===== config.mk =====
export PLATFORM = sky130hd
export DESIGN_NAME = port_pin_drive_control
export DESIGN_NICKNAME = d
export VERILOG_FILES = /design/src/shared/port_pin_pkg.sv /design/src/shared/drive_if.sv /design/src/hw/drive_decode.sv /design/src/hw/port_pin_drive_control.sv
export VERILOG_INCLUDE_DIRS = /design/src /design/src/shared
export SDC_FILE = /design/constraint.sdc
export NUM_CORES = 1
export LEC_CHECK = 0
export ABC_AREA = 0
export BUFFER_PORTS_ARGS = -buffer_cell sky130_fd_sc_hd__buf_4
export CORE_MARGIN = 2
export CORE_UTILIZATION = 50
export DETAILED_ROUTE_END_ITERATION = 7
export GPL_TIMING_DRIVEN = 0
export PLACE_DENSITY_LB_ADDON = 0.3
export REMOVE_ABC_BUFFERS = 1
export SLEW_MARGIN = 20
export SYNTH_ARGS = -nofsm -noshare
export SYNTH_HDL_FRONTEND = slang
export SYNTH_SLANG_ARGS = --single-unit

===== constraint.sdc =====
create_clock -name clk_i -period 3.5 [get_ports clk_i]
set_input_delay 0.35 -clock clk_i [delete_from_list [all_inputs] [get_ports clk_i]]
set_output_delay 0.35 -clock clk_i [all_outputs]
set_load 0.01 [all_outputs]

===== src/shared/port_pin_consts.svh =====
// register offsets, field positions and reset values of the port pin block
`ifndef PORT_PIN_CONSTS_SVH
`define PORT_PIN_CONSTS_SVH

`define OFS_OUT_VALUE    8'h00
`define OFS_PIN_STATE    8'h04
`define OFS_DRV_LOW      8'h08
`define OFS_DRV_MID      8'h0c
`define OFS_DRV_HIGH     8'h10
`define OFS_BYPASS       8'h14
`define OFS_DSYNC        8'h18
`define OFS_SLOW         8'h1c
`define OFS_BIDIR        8'h20
`define OFS_EVT_FLAGS    8'h24
`define OFS_EVT_MASK     8'h28
`define OFS_EDGE_SEL     8'h2c
`define OFS_OE_SEL       8'h30
`define OFS_RST_STATE    8'h38
`define PIN_FORM_TAG     2'h1

`define PF_MODE_LSB      0
`define PF_OUT           3
`define PF_BYP           4
`define PF_SLOW          5
`define PF_BIDIR         6
`define PF_DSYNC         7
`define PF_EDGE_LSB      8

`define RST_STATE_INIT   32'h0000_0000
`define MODE_RESET       3'h0

`endif


===== src/shared/port_pin_pkg.sv =====
// types shared by the port pin block
package port_pin_pkg;
  typedef logic [2:0] drive_mode_bits_t;
  typedef enum logic [2:0] {
    MODE_HIZ_ANALOG, MODE_HIZ_DIGITAL, MODE_RES_UP, MODE_RES_DOWN,
    MODE_OD_LOW, MODE_OD_HIGH, MODE_STRONG, MODE_RES_BOTH
  } drive_mode_e;
  typedef enum logic [1:0] {EDGE_NONE, EDGE_RISE, EDGE_FALL, EDGE_BOTH} pin_edge_select_e;
endpackage : port_pin_pkg


===== src/shared/drive_if.sv =====
// carrier between port control and the drive decoder
`timescale 1ns/100ps
interface drive_if #(parameter int PINS = 8);
  logic [PINS-1:0][2:0] mode;
  logic [PINS-1:0] data;
  logic [PINS-1:0] drv_en;
  logic [PINS-1:0] drv_val;
  logic [PINS-1:0] res;
  logic [PINS-1:0] inbuf_en;
  modport ctrl (output mode, output data, input drv_en, input drv_val, input res,
    input inbuf_en);
  modport dec (input mode, input data, output drv_en, output drv_val, output res,
    output inbuf_en);
endinterface : drive_if


===== src/hw/drive_decode.sv =====
// per-pin drive mode decoder
`timescale 1ns/100ps
module drive_decode
  import port_pin_pkg::*;
#(
  parameter int PINS = 8
) (
  drive_if.dec dif
);
  always_comb begin
    for (int i = 0; i < PINS; i++) begin
      dif.drv_en[i] = 1'b0;
      dif.drv_val[i] = dif.data[i];
      dif.res[i] = 1'b0;
      dif.inbuf_en[i] = 1'b1;
      case (drive_mode_e'(dif.mode[i]))
        MODE_HIZ_ANALOG: begin
          dif.inbuf_en[i] = 1'b0;
        end
        MODE_HIZ_DIGITAL: begin
          dif.drv_en[i] = 1'b0;
        end
        MODE_RES_UP: begin
          dif.drv_en[i] = 1'b1;
          dif.res[i] = dif.data[i];
        end
        MODE_RES_DOWN: begin
          dif.drv_en[i] = 1'b1;
          dif.res[i] = ~dif.data[i];
        end
        MODE_OD_LOW: begin
          dif.drv_en[i] = ~dif.data[i];
        end
        MODE_OD_HIGH: begin
          dif.drv_en[i] = dif.data[i];
        end
        MODE_STRONG: begin
          dif.drv_en[i] = 1'b1;
        end
        MODE_RES_BOTH: begin
          dif.drv_en[i] = 1'b1;
          dif.res[i] = 1'b1;
        end
        default: begin
          dif.inbuf_en[i] = 1'b0;
        end
      endcase
    end
  end
endmodule : drive_decode


===== src/hw/port_pin_drive_control.sv =====
// port of general purpose pins: drive modes, pin state, edge events
//
// The register addresses and the plain strobed port were chosen for this implementation.
`timescale 1ns/100ps
`include "port_pin_consts.svh"
module port_pin_drive_control
  import port_pin_pkg::*;
#(
  parameter int PINS = 8,
  parameter int AUX_OE = 16
) (
  // clock and resets
  input wire logic clk_i,
  input wire logic rst_b_i,
  input wire logic por_b_i,
  // register port
  input wire logic [7:0] addr_i,
  input wire logic [31:0] wdata_i,
  input wire logic wr_i,
  input wire logic rd_i,
  output logic [31:0] rdata_o,
  // pins
  input wire logic [PINS-1:0] pin_i,
  output logic [PINS-1:0] pin_o,
  output logic [PINS-1:0] pin_oe_o,
  output logic [PINS-1:0] pin_res_o,
  output logic [PINS-1:0] pin_slow_o,
  output logic [PINS-1:0] pin_inbuf_en_o,
  // routed digital signals
  input wire logic [PINS-1:0] sys_out_i,
  input wire logic [AUX_OE-1:0] aux_oe_i,
  output logic [PINS-1:0] sys_in_o,
  // interrupt
  output logic irq_o
);

  // ---------------------------------------------------------------
  // parameter checks
  // ---------------------------------------------------------------
  if (PINS < 1 || PINS > 8 || AUX_OE < 1 || AUX_OE > 16) begin : g_bad_param
    $error("PINS must be 1 to 8 and AUX_OE 1 to 16");
  end

  // ---------------------------------------------------------------
  // storage
  // ---------------------------------------------------------------
  logic [PINS-1:0] port_output_value, output_bypass_select, input_double_sync;
  logic [PINS-1:0] slow_edge_select, bidir_enable, pin_event_flags, event_mask;
  drive_mode_bits_t drive_mode_bits [PINS];
  logic [1:0] pin_edge_select [PINS];
  logic [3:0] oe_select [PINS];
  logic [31:0] reset_state;
  logic load_pending;

  logic [PINS-1:0] sync_a, sync_b, pin_state_read, next_pin_state, events;

  drive_if #(.PINS(PINS)) dif ();

  // ---------------------------------------------------------------
  // address decode
  // ---------------------------------------------------------------
  logic pin_hit;
  logic [3:0] pin_idx;
  assign pin_hit = (addr_i[7:6] == `PIN_FORM_TAG) && (addr_i[5:2] < 4'(PINS));
  assign pin_idx = addr_i[5:2];

  function automatic logic wr_at(input logic [7:0] ofs);
    return wr_i && (addr_i == ofs);
  endfunction : wr_at

  // ---------------------------------------------------------------
  // configuration registers, both forms share the same bits except event_mask and oe_select, which only the port form reaches
  // ---------------------------------------------------------------
  always_ff @(posedge clk_i or negedge rst_b_i) begin
    if (!rst_b_i) begin
      load_pending <= 1'b1;
      port_output_value <= '0;
      for (int i = 0; i < PINS; i++) begin
        drive_mode_bits[i] <= `MODE_RESET;
      end
    end else begin
      load_pending <= 1'b0;
      if (load_pending) begin
        // reset flops take constants; the programmed state lands one cycle later
        for (int i = 0; i < PINS; i++) begin
          drive_mode_bits[i] <= reset_state[3*i +: 3];
          port_output_value[i] <= reset_state[24 + i];
        end
      end else begin
        for (int i = 0; i < PINS; i++) begin
          if (wr_at(`OFS_DRV_LOW)) begin
            drive_mode_bits[i][0] <= wdata_i[i];
          end
          if (wr_at(`OFS_DRV_MID)) begin
            drive_mode_bits[i][1] <= wdata_i[i];
          end
          if (wr_at(`OFS_DRV_HIGH)) begin
            drive_mode_bits[i][2] <= wdata_i[i];
          end
          if (wr_at(`OFS_OUT_VALUE)) begin
            port_output_value[i] <= wdata_i[i];
          end
          if (wr_i && pin_hit && (pin_idx == 4'(i))) begin
            drive_mode_bits[i] <= wdata_i[`PF_MODE_LSB +: 3];
            port_output_value[i] <= wdata_i[`PF_OUT];
          end
        end
      end
    end
  end

  always_ff @(posedge clk_i or negedge rst_b_i) begin
    if (!rst_b_i) begin
      output_bypass_select <= '0;
      input_double_sync <= '0;
      slow_edge_select <= '0;
      bidir_enable <= '0;
      event_mask <= '0;
      for (int i = 0; i < PINS; i++) begin
        pin_edge_select[i] <= 2'h0;
        oe_select[i] <= 4'h0;
      end
    end else begin
      for (int i = 0; i < PINS; i++) begin
        if (wr_at(`OFS_BYPASS)) begin
          output_bypass_select[i] <= wdata_i[i];
        end
        if (wr_at(`OFS_DSYNC)) begin
          input_double_sync[i] <= wdata_i[i];
        end
        if (wr_at(`OFS_SLOW)) begin
          slow_edge_select[i] <= wdata_i[i];
        end
        if (wr_at(`OFS_BIDIR)) begin
          bidir_enable[i] <= wdata_i[i];
        end
        if (wr_at(`OFS_EVT_MASK)) begin
          event_mask[i] <= wdata_i[i];
        end
        if (wr_at(`OFS_EDGE_SEL)) begin
          pin_edge_select[i] <= wdata_i[2*i +: 2];
        end
        if (wr_at(`OFS_OE_SEL)) begin
          oe_select[i] <= wdata_i[4*i +: 4];
        end
        if (wr_i && pin_hit && (pin_idx == 4'(i))) begin
          output_bypass_select[i] <= wdata_i[`PF_BYP];
          slow_edge_select[i] <= wdata_i[`PF_SLOW];
          bidir_enable[i] <= wdata_i[`PF_BIDIR];
          input_double_sync[i] <= wdata_i[`PF_DSYNC];
          pin_edge_select[i] <= wdata_i[`PF_EDGE_LSB +: 2];
        end
      end
    end
  end

  // survives system reset, only power-on clears it
  always_ff @(posedge clk_i or negedge por_b_i) begin
    if (!por_b_i) begin
      reset_state <= `RST_STATE_INIT;
    end else if (wr_at(`OFS_RST_STATE)) begin
      reset_state <= wdata_i;
    end
  end

  // ---------------------------------------------------------------
  // drive path
  // ---------------------------------------------------------------
  always_comb begin
    for (int i = 0; i < PINS; i++) begin
      dif.data[i] = output_bypass_select[i] ? sys_out_i[i] : port_output_value[i];
      dif.mode[i] = drive_mode_bits[i];
      if (bidir_enable[i] && !aux_oe_i[oe_select[i] % AUX_OE]) begin
        dif.mode[i] = MODE_HIZ_DIGITAL;
      end
    end
  end

  drive_decode #(
    .PINS(PINS)
  ) u_decode (
    .dif(dif)
  );

  always_ff @(posedge clk_i or negedge rst_b_i) begin
    if (!rst_b_i) begin
      pin_o <= '0;
      pin_oe_o <= '0;
      pin_res_o <= '0;
      pin_slow_o <= '0;
      pin_inbuf_en_o <= '0;
    end else begin
      pin_o <= dif.drv_val;
      pin_oe_o <= dif.drv_en;
      pin_res_o <= dif.res & dif.drv_en;
      // resistive drive has no slew control
      pin_slow_o <= slow_edge_select & dif.drv_en & ~dif.res;
      pin_inbuf_en_o <= dif.inbuf_en;
    end
  end

  // ---------------------------------------------------------------
  // input path and pin state
  // ---------------------------------------------------------------
  always_ff @(posedge clk_i or negedge rst_b_i) begin
    if (!rst_b_i) begin
      sync_a <= '0;
      sync_b <= '0;
    end else begin
      sync_a <= pin_i;
      sync_b <= sync_a;
    end
  end

  always_comb begin
    for (int i = 0; i < PINS; i++) begin
      next_pin_state[i] = dif.inbuf_en[i] & (input_double_sync[i] ? sync_b[i] : pin_i[i]);
    end
  end

  always_ff @(posedge clk_i or negedge rst_b_i) begin
    if (!rst_b_i) begin
      pin_state_read <= '0;
      sys_in_o <= '0;
    end else begin
      pin_state_read <= next_pin_state;
      sys_in_o <= next_pin_state;
    end
  end

  // ---------------------------------------------------------------
  // edge events and interrupt
  // ---------------------------------------------------------------
  always_comb begin
    for (int i = 0; i < PINS; i++) begin
      case (pin_edge_select_e'(pin_edge_select[i]))
        EDGE_RISE: events[i] = next_pin_state[i] & ~pin_state_read[i];
        EDGE_FALL: events[i] = ~next_pin_state[i] & pin_state_read[i];
        EDGE_BOTH: events[i] = next_pin_state[i] ^ pin_state_read[i];
        default: events[i] = 1'b0;
      endcase
    end
  end

  always_ff @(posedge clk_i or negedge rst_b_i) begin
    if (!rst_b_i) begin
      pin_event_flags <= '0;
    end else begin
      for (int i = 0; i < PINS; i++) begin
        if (events[i]) begin
          pin_event_flags[i] <= 1'b1;
        end else if (wr_at(`OFS_EVT_FLAGS) && wdata_i[i]) begin
          pin_event_flags[i] <= 1'b0;
        end
      end
    end
  end

  always_ff @(posedge clk_i or negedge rst_b_i) begin
    if (!rst_b_i) begin
      irq_o <= 1'b0;
    end else begin
      irq_o <= |(pin_event_flags & event_mask);
    end
  end

  // ---------------------------------------------------------------
  // read port
  // ---------------------------------------------------------------
  logic [31:0] next_rdata;

  always_comb begin
    next_rdata = 32'h0000_0000;
    if (pin_hit) begin
      for (int i = 0; i < PINS; i++) begin
        if (pin_idx == 4'(i)) begin
          next_rdata[`PF_MODE_LSB +: 3] = drive_mode_bits[i];
          next_rdata[`PF_OUT] = port_output_value[i];
          next_rdata[`PF_BYP] = output_bypass_select[i];
          next_rdata[`PF_SLOW] = slow_edge_select[i];
          next_rdata[`PF_BIDIR] = bidir_enable[i];
          next_rdata[`PF_DSYNC] = input_double_sync[i];
          next_rdata[`PF_EDGE_LSB +: 2] = pin_edge_select[i];
        end
      end
    end else begin
      for (int i = 0; i < PINS; i++) begin
        case (addr_i)
          `OFS_OUT_VALUE: next_rdata[i] = port_output_value[i];
          `OFS_PIN_STATE: next_rdata[i] = pin_state_read[i];
          `OFS_DRV_LOW: next_rdata[i] = drive_mode_bits[i][0];
          `OFS_DRV_MID: next_rdata[i] = drive_mode_bits[i][1];
          `OFS_DRV_HIGH: next_rdata[i] = drive_mode_bits[i][2];
          `OFS_BYPASS: next_rdata[i] = output_bypass_select[i];
          `OFS_DSYNC: next_rdata[i] = input_double_sync[i];
          `OFS_SLOW: next_rdata[i] = slow_edge_select[i];
          `OFS_BIDIR: next_rdata[i] = bidir_enable[i];
          `OFS_EVT_FLAGS: next_rdata[i] = pin_event_flags[i];
          `OFS_EVT_MASK: next_rdata[i] = event_mask[i];
          `OFS_EDGE_SEL: next_rdata[2*i +: 2] = pin_edge_select[i];
          `OFS_OE_SEL: next_rdata[4*i +: 4] = oe_select[i];
          default: next_rdata[i] = 1'b0;
        endcase
      end
      if (addr_i == `OFS_RST_STATE) begin
        next_rdata = reset_state;
      end
    end
  end

  always_ff @(posedge clk_i or negedge rst_b_i) begin
    if (!rst_b_i) begin
      rdata_o <= 32'h0000_0000;
    end else begin
      rdata_o <= rd_i ? next_rdata : 32'h0000_0000;
    end
  end

endmodule : port_pin_drive_control


### Word level (Yosys, flattened, before mapping)

Cells that the tools add are included.

| storage, ports and cells | value |
|---|---|
| input bits | 77 |
| RAM bits | 0 |
| bits in latches | 0 |
| output and inout port bits | 81 |
| register bits after elaboration | 258 |
| ROM bits | 0 |
| memories kept | 0 |
| word-level logic and storage cells | 663 |

| operators by class | value |
|---|---|
| div/mod/pow operators | 0 |
| eq/ne operators | 93 |
| shift-type cells | 0 |
| reductions and logical operators | 147 |
| multiplexer cells | 252 |
| order comparisons | 9 |
| bitwise logic cells | 61 |
| add/subtract/negate cells | 0 |
| $mul | 0 |

Operators by type and width:

| cell | number |
|---|---|
| 2-to-1 mux 1 bit | 153 |
| equality test 3 bit (second input constant) | 32 |
| nonzero test 2 bit | 48 |
| nonzero test 3 bit | 32 |
| 2-to-1 mux 10 bit | 9 |
| case mux 1 bit (12 select lines) | 7 |
| case mux 1 bit (3 select lines) | 24 |
| 2-to-1 mux 32 bit | 2 |
| equality test 3 x 2 -> 1 bit (second input constant) | 16 |
| equality test 8 x 6 -> 1 bit (second input constant) | 6 |
| 2-to-1 mux 3 bit | 16 |
| 2-to-1 mux 2 bit | 23 |
| less-than comparator 4 x 5 -> 1 bit (second input constant) | 8 |
| logical AND 1 bit | 39 |
| AND 8 bit | 4 |
| binary-select mux 1 bit (select 4 bit) | 8 |
| equality test 2 bit (second input constant) | 16 |
| equality test 8 x 5 -> 1 bit (second input constant) | 4 |
| OR reduction 4 bit | 8 |
| AND 1 bit | 24 |
| zero test 3 bit | 8 |
| 2-to-1 mux 24 bit | 1 |
| 2-to-1 mux 4 bit | 6 |
| NOT 1 bit | 24 |
| 17 further kinds | 44 |

### Longest topological paths before layout

| logic depth | value |
|---|---|
| depth in word-level cells | 12 |
| mapped depth | 10 |
| mapped depth without buffers | 9 |

### Cells and area by module

Synthesis repeated with hierarchy kept, for this count alone.

| unflattened totals | value |
|---|---|
| cells, all modules | 1303 |
| area, all modules | 14176.1 sq um |

By module, submodules not included:

| module | area an instance (sq um) | cells each | times used | sequential area each (sq um) |
|---|---|---|---|---|
| port_pin_drive_control | 13765.7 | 1247 | 1 | 6457.4 |
| drive_decode | 410.4 | 56 | 1 | 0.0 |

### Worst setup path before layout

Ideal clock, no wire load.

| timing | value |
|---|---|
| kind | reg-to-reg |
| start point | reg oe_select[4] (netlist bit) |
| end point | reg pin_event_flags[6] |
| path slack | 1.020 ns |
| library setup time | 0.126 ns |
| clock period less this slack | 2.480 ns |
| required time | 3.374 ns |
| path buffers | 1 |
| arrival | 2.353 ns |
| stages on the path, launching flop included | 11 |
| path through | dfrtp_1 buf_4 mux4_2 mux4_2 nor2b_2 or4_1 nand2_1 ha_1 nor2_1 a21oi_1 a221o_1 |

| on the way | value |
|---|---|
| longest elaborated chain between the ends | 12 |
| elaborated cells on any way between the ends | 15 |
| those cells by class | mux (6); bitwise (5); reduce/logical (4) |

Ends and longest elaborated chain:

| element | line | text |
|---|---|---|
| start: declaration | port_pin_drive_control.sv:51 | `logic [3:0] oe_select [PINS];` |
| start signal: indexed assignment | port_pin_drive_control.sv:144 | `oe_select[i] <= wdata_i[4*i +: 4];` |
| binary-select mux 1 bit (select 4 bit) * | port_pin_drive_control.sv:173 | `if (bidir_enable[i] && !aux_oe_i[oe_select[i] % AUX_OE]) begin` |
| 2-to-1 mux 1 bit (implied by the code) * | port_pin_drive_control.sv:173 |  |
| zero test 1 bit * | port_pin_drive_control.sv:173 |  |
| logical AND 1 bit * | port_pin_drive_control.sv:173 |  |
| 2-to-1 mux 3 bit * | port_pin_drive_control.sv:173 |  |
| zero test 3 bit * | drive_decode.sv:16 | `case (drive_mode_e'(dif.mode[i]))` |
| 2-to-1 mux 1 bit * | drive_decode.sv:16 |  |
| via dif.inbuf_en[6] | drive_if.sv:9 | `logic [PINS-1:0] inbuf_en;` |
| AND 1 bit * | port_pin_drive_control.sv:217 | `next_pin_state[i] = dif.inbuf_en[i] & (input_double_sync[i] ? sync_b[i] : pin_i[i]);` |
| NOT 1 bit | port_pin_drive_control.sv:238 | `EDGE_FALL: events[i] = ~next_pin_state[i] & pin_state_read[i];` |
| AND 1 bit | port_pin_drive_control.sv:238 |  |
| case mux 1 bit (3 select lines) * | port_pin_drive_control.sv:236 | `case (pin_edge_select_e'(pin_edge_select[i]))` |
| 2-to-1 mux 1 bit / nonzero test 2 bit (equally long branches) | n/a |  |
| end signal: assignment | port_pin_drive_control.sv:247 | `pin_event_flags <= '0;` |
| end signal: indexed assignment | port_pin_drive_control.sv:251 | `pin_event_flags[i] <= 1'b1;` |
| end signal: indexed assignment | port_pin_drive_control.sv:253 | `pin_event_flags[i] <= 1'b0;` |
| end: declaration | port_pin_drive_control.sv:48 | `logic [PINS-1:0] slow_edge_select, bidir_enable, pin_event_flags, event_mask;` |

Mark *: on every way through the listed nets, which the timed path passes. The rest lies on a longest branch. The select of a mux whose other input is x is not followed.
A chain may end at the register's enable or synchronous reset.

### Worst setup path after layout

| timing | value |
|---|---|
| start point | in addr_i[3] |
| end point | reg drive_mode_bits[16] (netlist bit) |

| on the way | value |
|---|---|
| longest elaborated chain between the ends | 6 |
| elaborated cells on any way between the ends | 10 |
| those cells by class | order compare (1); eq/ne (2); mux (2); reduce/logical (5) |

Ends and longest elaborated chain:

| element | line | text |
|---|---|---|
| start: declaration | port_pin_drive_control.sv:17 | `input wire logic [7:0] addr_i,` |
| less-than comparator 4 bit | port_pin_drive_control.sv:64 | `` assign pin_hit = (addr_i[7:6] == `PIN_FORM_TAG) && (addr_i[5:2] < 4'(PINS)); `` |
| logical AND 1 bit | port_pin_drive_control.sv:64 |  |
| logical AND 1 bit (2 in series) | port_pin_drive_control.sv:103 | `if (wr_i && pin_hit && (pin_idx == 4'(i))) begin` |
| 2-to-1 mux 3 bit | port_pin_drive_control.sv:103 |  |
| 2-to-1 mux 24 bit | port_pin_drive_control.sv:83 | `if (load_pending) begin` |
| end signal: indexed assignment | port_pin_drive_control.sv:86 | `drive_mode_bits[i] <= reset_state[3*i +: 3];` |
| end signal: indexed assignment | port_pin_drive_control.sv:92 | `drive_mode_bits[i][0] <= wdata_i[i];` |
| end signal: indexed assignment | port_pin_drive_control.sv:104 | `` drive_mode_bits[i] <= wdata_i[`PF_MODE_LSB +: 3]; `` |
| end: declaration | port_pin_drive_control.sv:49 | `drive_mode_bits_t drive_mode_bits [PINS];` |

Parallel ways exist; a longest one is shown, timed or not.

==> metrics.md <==
| Metric | Value |
|---|---|
| Setup WS pre-CTS | -0.166 ns |
| Avg WL per Cell | 28.0 um |
| Max Cap Viol | 0 |
| CTS sink count | 258 |
| Part of the power in registers | 44.2% |
| Mapped Cells | 1300 |
| Via/cell ratio | 6.50 |
| Internal Power | 5.91 mW |
| Worst-case clock buffer depth | 3 |
| Synthesized flop and latch total | 258 |
| Switching pwr | 2.33 mW |
| Fin crit share | 90.8% |
| Slew margin rel. | 26.5% |
| CP max stage delay | 0.96 ns |
| Critical Path RT | 3.94 ns |
| Diodes inserted | 0 |
| Final Slew Violations | 0 |
| PD cells | 493 mW/mm2 |
| GP Congestion | 1.00 |
| Antenna viol nets, final | 0 |
| Root buffer cell | clkbuf_16 |
| Hold_ws | 0.0151 ns |
| Routed WL | 50300 um |
| Clock Power Share | 40.1% |
| Ys async rst share | 100% |
| Setup crit end kind | flop |
| Reg clk slew, reported paths | 0.07 ns |
| Logic pwr share | 15.7% |
| Area Overhead vs Synth | 17.7% |
| Switching share of total power | 28.3% |
| Clock Skews | 0.0250 ns |
| CP Max Fanout | 63 |
| Initial antenna violation count | 1 |
| Crit path cell chain | buf_4 > nor2b_1 > nand3_1 > mux2i_1 > o21ai_0 > mux2_1 |
| Core area | 0.0279 mm2 |
| Critical path launch point type | primary input |
| DR iter-0 viols | 1406 |
| Total Power | 8.24 mW |
| WP data arrival | 3.62 ns |
| CTS tree | yes |
| First-pass GRT wire length | 75000 um |
| Full die area | 0.0298 mm2 |
| DP HPWL | 35100 um |
| Tot GR Track Use | 33.4% |
| Syn Area/Cell | 10.9 um2 |
| CTS H-Tree Depth | 1 |
| Vias in the first global route | 11.5k |
| Number of distinct library cells after synthesis | 66 |
| Post-synthesis sequential area ratio | 45.5% |
| Post-synth EDFFs | 0 |
| VDD IR max | 0.356 mV |
| Initial Utilization | 51.0% |
| Die H | 173 um |
| IO Count | 158 |
| TNS Setup | 0 ns |
| CTS Buf Count | 27 |
| Fin. Hold Viols | 0 |
| Final nets | 1494 |
| Pleak | 7.88 nW |
| Skew-Pair Late Insertion Delay | 0.56 ns |
| Die X | 173 um |
| Mapped Area | 0.0142 mm2 |
| Fmax | 315 MHz |
| Top FF cell, synth | dfrtp_1 |
| HP Class | in2reg |
| CP Class | in2reg |
| TritonRoute pass-1 iters | 7 |
| Syn. warnings | 0 |
| Tmin final | 3.18 ns |
| Setup-failing EPs final | 0 |
| Layout cells sized above 1 | 26.0% |
| RSZ-0062 raised after global routing | no |
| Worst slew pin tran | 1.10 ns |
| Critical-path top delay cell | nand3_1 |
| Drt drc | 0 |
| Std-Cell Rows | 61 |
| Largest net degree at the start of global routing | 98 |
| Outcome | finished, final reports clean |
| Total congestion overflow | 0 |
| R2R Setup Slk | 0.40 ns |
| Via count | 11.7k |
| Worst setup margin | 0.324 ns |
| IO Port Bufs | 157 |
| PostCTS Resize Cnt | 0 |
[power by group through the flow]
stage	Combinational, mW	Clock, mW	Sequential (mW)
6_report	1.29	3.31	3.64
5_1_grt	1.39	3.47	3.66
4_1_cts	1.28	3.34	3.62
3_5_place_dp	1.26	0	3.67
3_3_place_gp	1.22	0	3.66
2_1_floorplan	0.672	0	3.54
[Yosys cell counts, types with 13 or more instances]
master | instances | share of area, %
o22ai_1 | 13 | 0.57
o21ai_0 | 55 | 1.9
nand2_1 | 119 | 3.1
clkbuf_1 | 64 | 1.7
nor3_1 | 15 | 0.53
xor2_1 | 23 | 1.4
and2_1 | 14 | 0.62
mux2_2 | 87 | 6.9
mux2_1 | 37 | 2.9
a21oi_1 | 49 | 1.7
a22oi_1 | 55 | 2.9
nor2_1 | 89 | 2.4
mux2i_1 | 89 | 6.3
ha_1 | 16 | 1.4
dfrtp_1 | 257 | 45
nand3_1 | 20 | 0.70
mux4_2 | 46 | 7.3
buf_2 | 30 | 1.1
a221o_1 | 18 | 1.3
inv_1 | 30 | 0.79
o21ai_1 | 26 | 0.92
[worst max-delay path: cells and delay by family]
family                 cells  cell delay (ns)
and+or+nand+nor            2             1.76
muxes                      2             0.71
buffers and inverters      1             0.66
AOI/OAI and AO/OA          1             0.12
[final timing paths]
check / start / endpoint / depth (start not counted)
min: wdata_i[23] / reset_state[23]$_DFFE_PN0P_ / 2
min in group asynchronous: rst_b_i / port_output_value[0]$_DFFE_PN0P_ / 2
max in group asynchronous: rst_b_i / drive_mode_bits[12]$_DFFE_PN0P_ / 3
min reg2reg: sync_a[4]$_DFF_PN0_ / sync_b[4]$_DFF_PN0_ / 0
max: addr_i[3] / drive_mode_bits[16]$_DFFE_PN0P_ / 6
max reg2reg: oe_select[12]$_DFFE_PN0P_ / pin_event_flags[4]$_DFFE_PN0P_ / 8
[stage by stage]
step / util, % / std cells / cell area (um2)
floorplan: - / 1194 / 13700
detailed placement: 55.9 / 1739 / 15600
finish: 60.0 / 1800 / 16700
global route: 60.0 / 1800 / 16700
global placement: 55.2 / 1729 / 15400
CTS: 60.0 / 1800 / 16700
[final cells by class]
class                   count  area (um2)
clock buffers              35         766
well taps                 378         473
repair buffers            178        1440
inverters                  30         113
fillers                  2296       11100
flip-flops and latches    258        6460
clock inverters            15         259
multi-input cells         906        7210
[kinds of logic (layout without fill, tap and decap cells)]
group / after synthesis / count (layout) / synth area share, %
adders and majority gates: 16 / 16 / 1.41
and+or+nand+nor: 324 / 324 / 10.9
other: 1 / 1 / 0.0264
muxes: 259 / 259 / 23.4
DFF: 258 / 258 / 45.5
xor gates and xnor gates: 23 / 23 / 1.42
buffers and inverters: 136 / 258 / 4.10
AOI/OAI and AO/OA: 283 / 283 / 13.3
[what timing repair did]
item / in CTS / in global routing
hold buffers: 11 / 0
hold endpoints to repair: 75 / 0
setup buffers: 0 / 0
[per-layer routing]
layer	track usage, %	vias to the layer above	wire length, um
met5	0	-	0
met4	16.0	0	2690
met3	8.00	144	5140
met2	51.5	746	22800
met1	44.7	5829	19700
li1	-	4987	-
[flip-flops by register name, indices dropped and copies added (netlist names), 16 cells and up]
| name | cells |
|---|---|
| drive_mode_bits | 24 |
| reset_state | 32 |
| oe_select | 32 |
| pin_edge_select | 16 |
| rdata_o | 32 |
[cell usage in the layout (no fill, tap or decap), types with 13 or more instances in the layout]
cell,synthesis,routed
nor2_1,89,89
nand2_1,119,118
mux2_2,87,87
nor3_1,15,15
nand3_1,20,20
a21oi_1,49,49
mux2_1,37,37
mux4_2,46,46
and2_1,14,14
o21ai_1,26,26
mux2i_1,89,89
xor2_1,23,23
o22ai_1,13,13
inv_1,30,30
ha_1,16,16
dfrtp_1,257,257
o21ai_0,55,55
clkbuf_16,0,27
a22oi_1,55,55
buf_4,5,156
a221o_1,18,18
No activity file was read; power rests on OpenSTA's default activity.
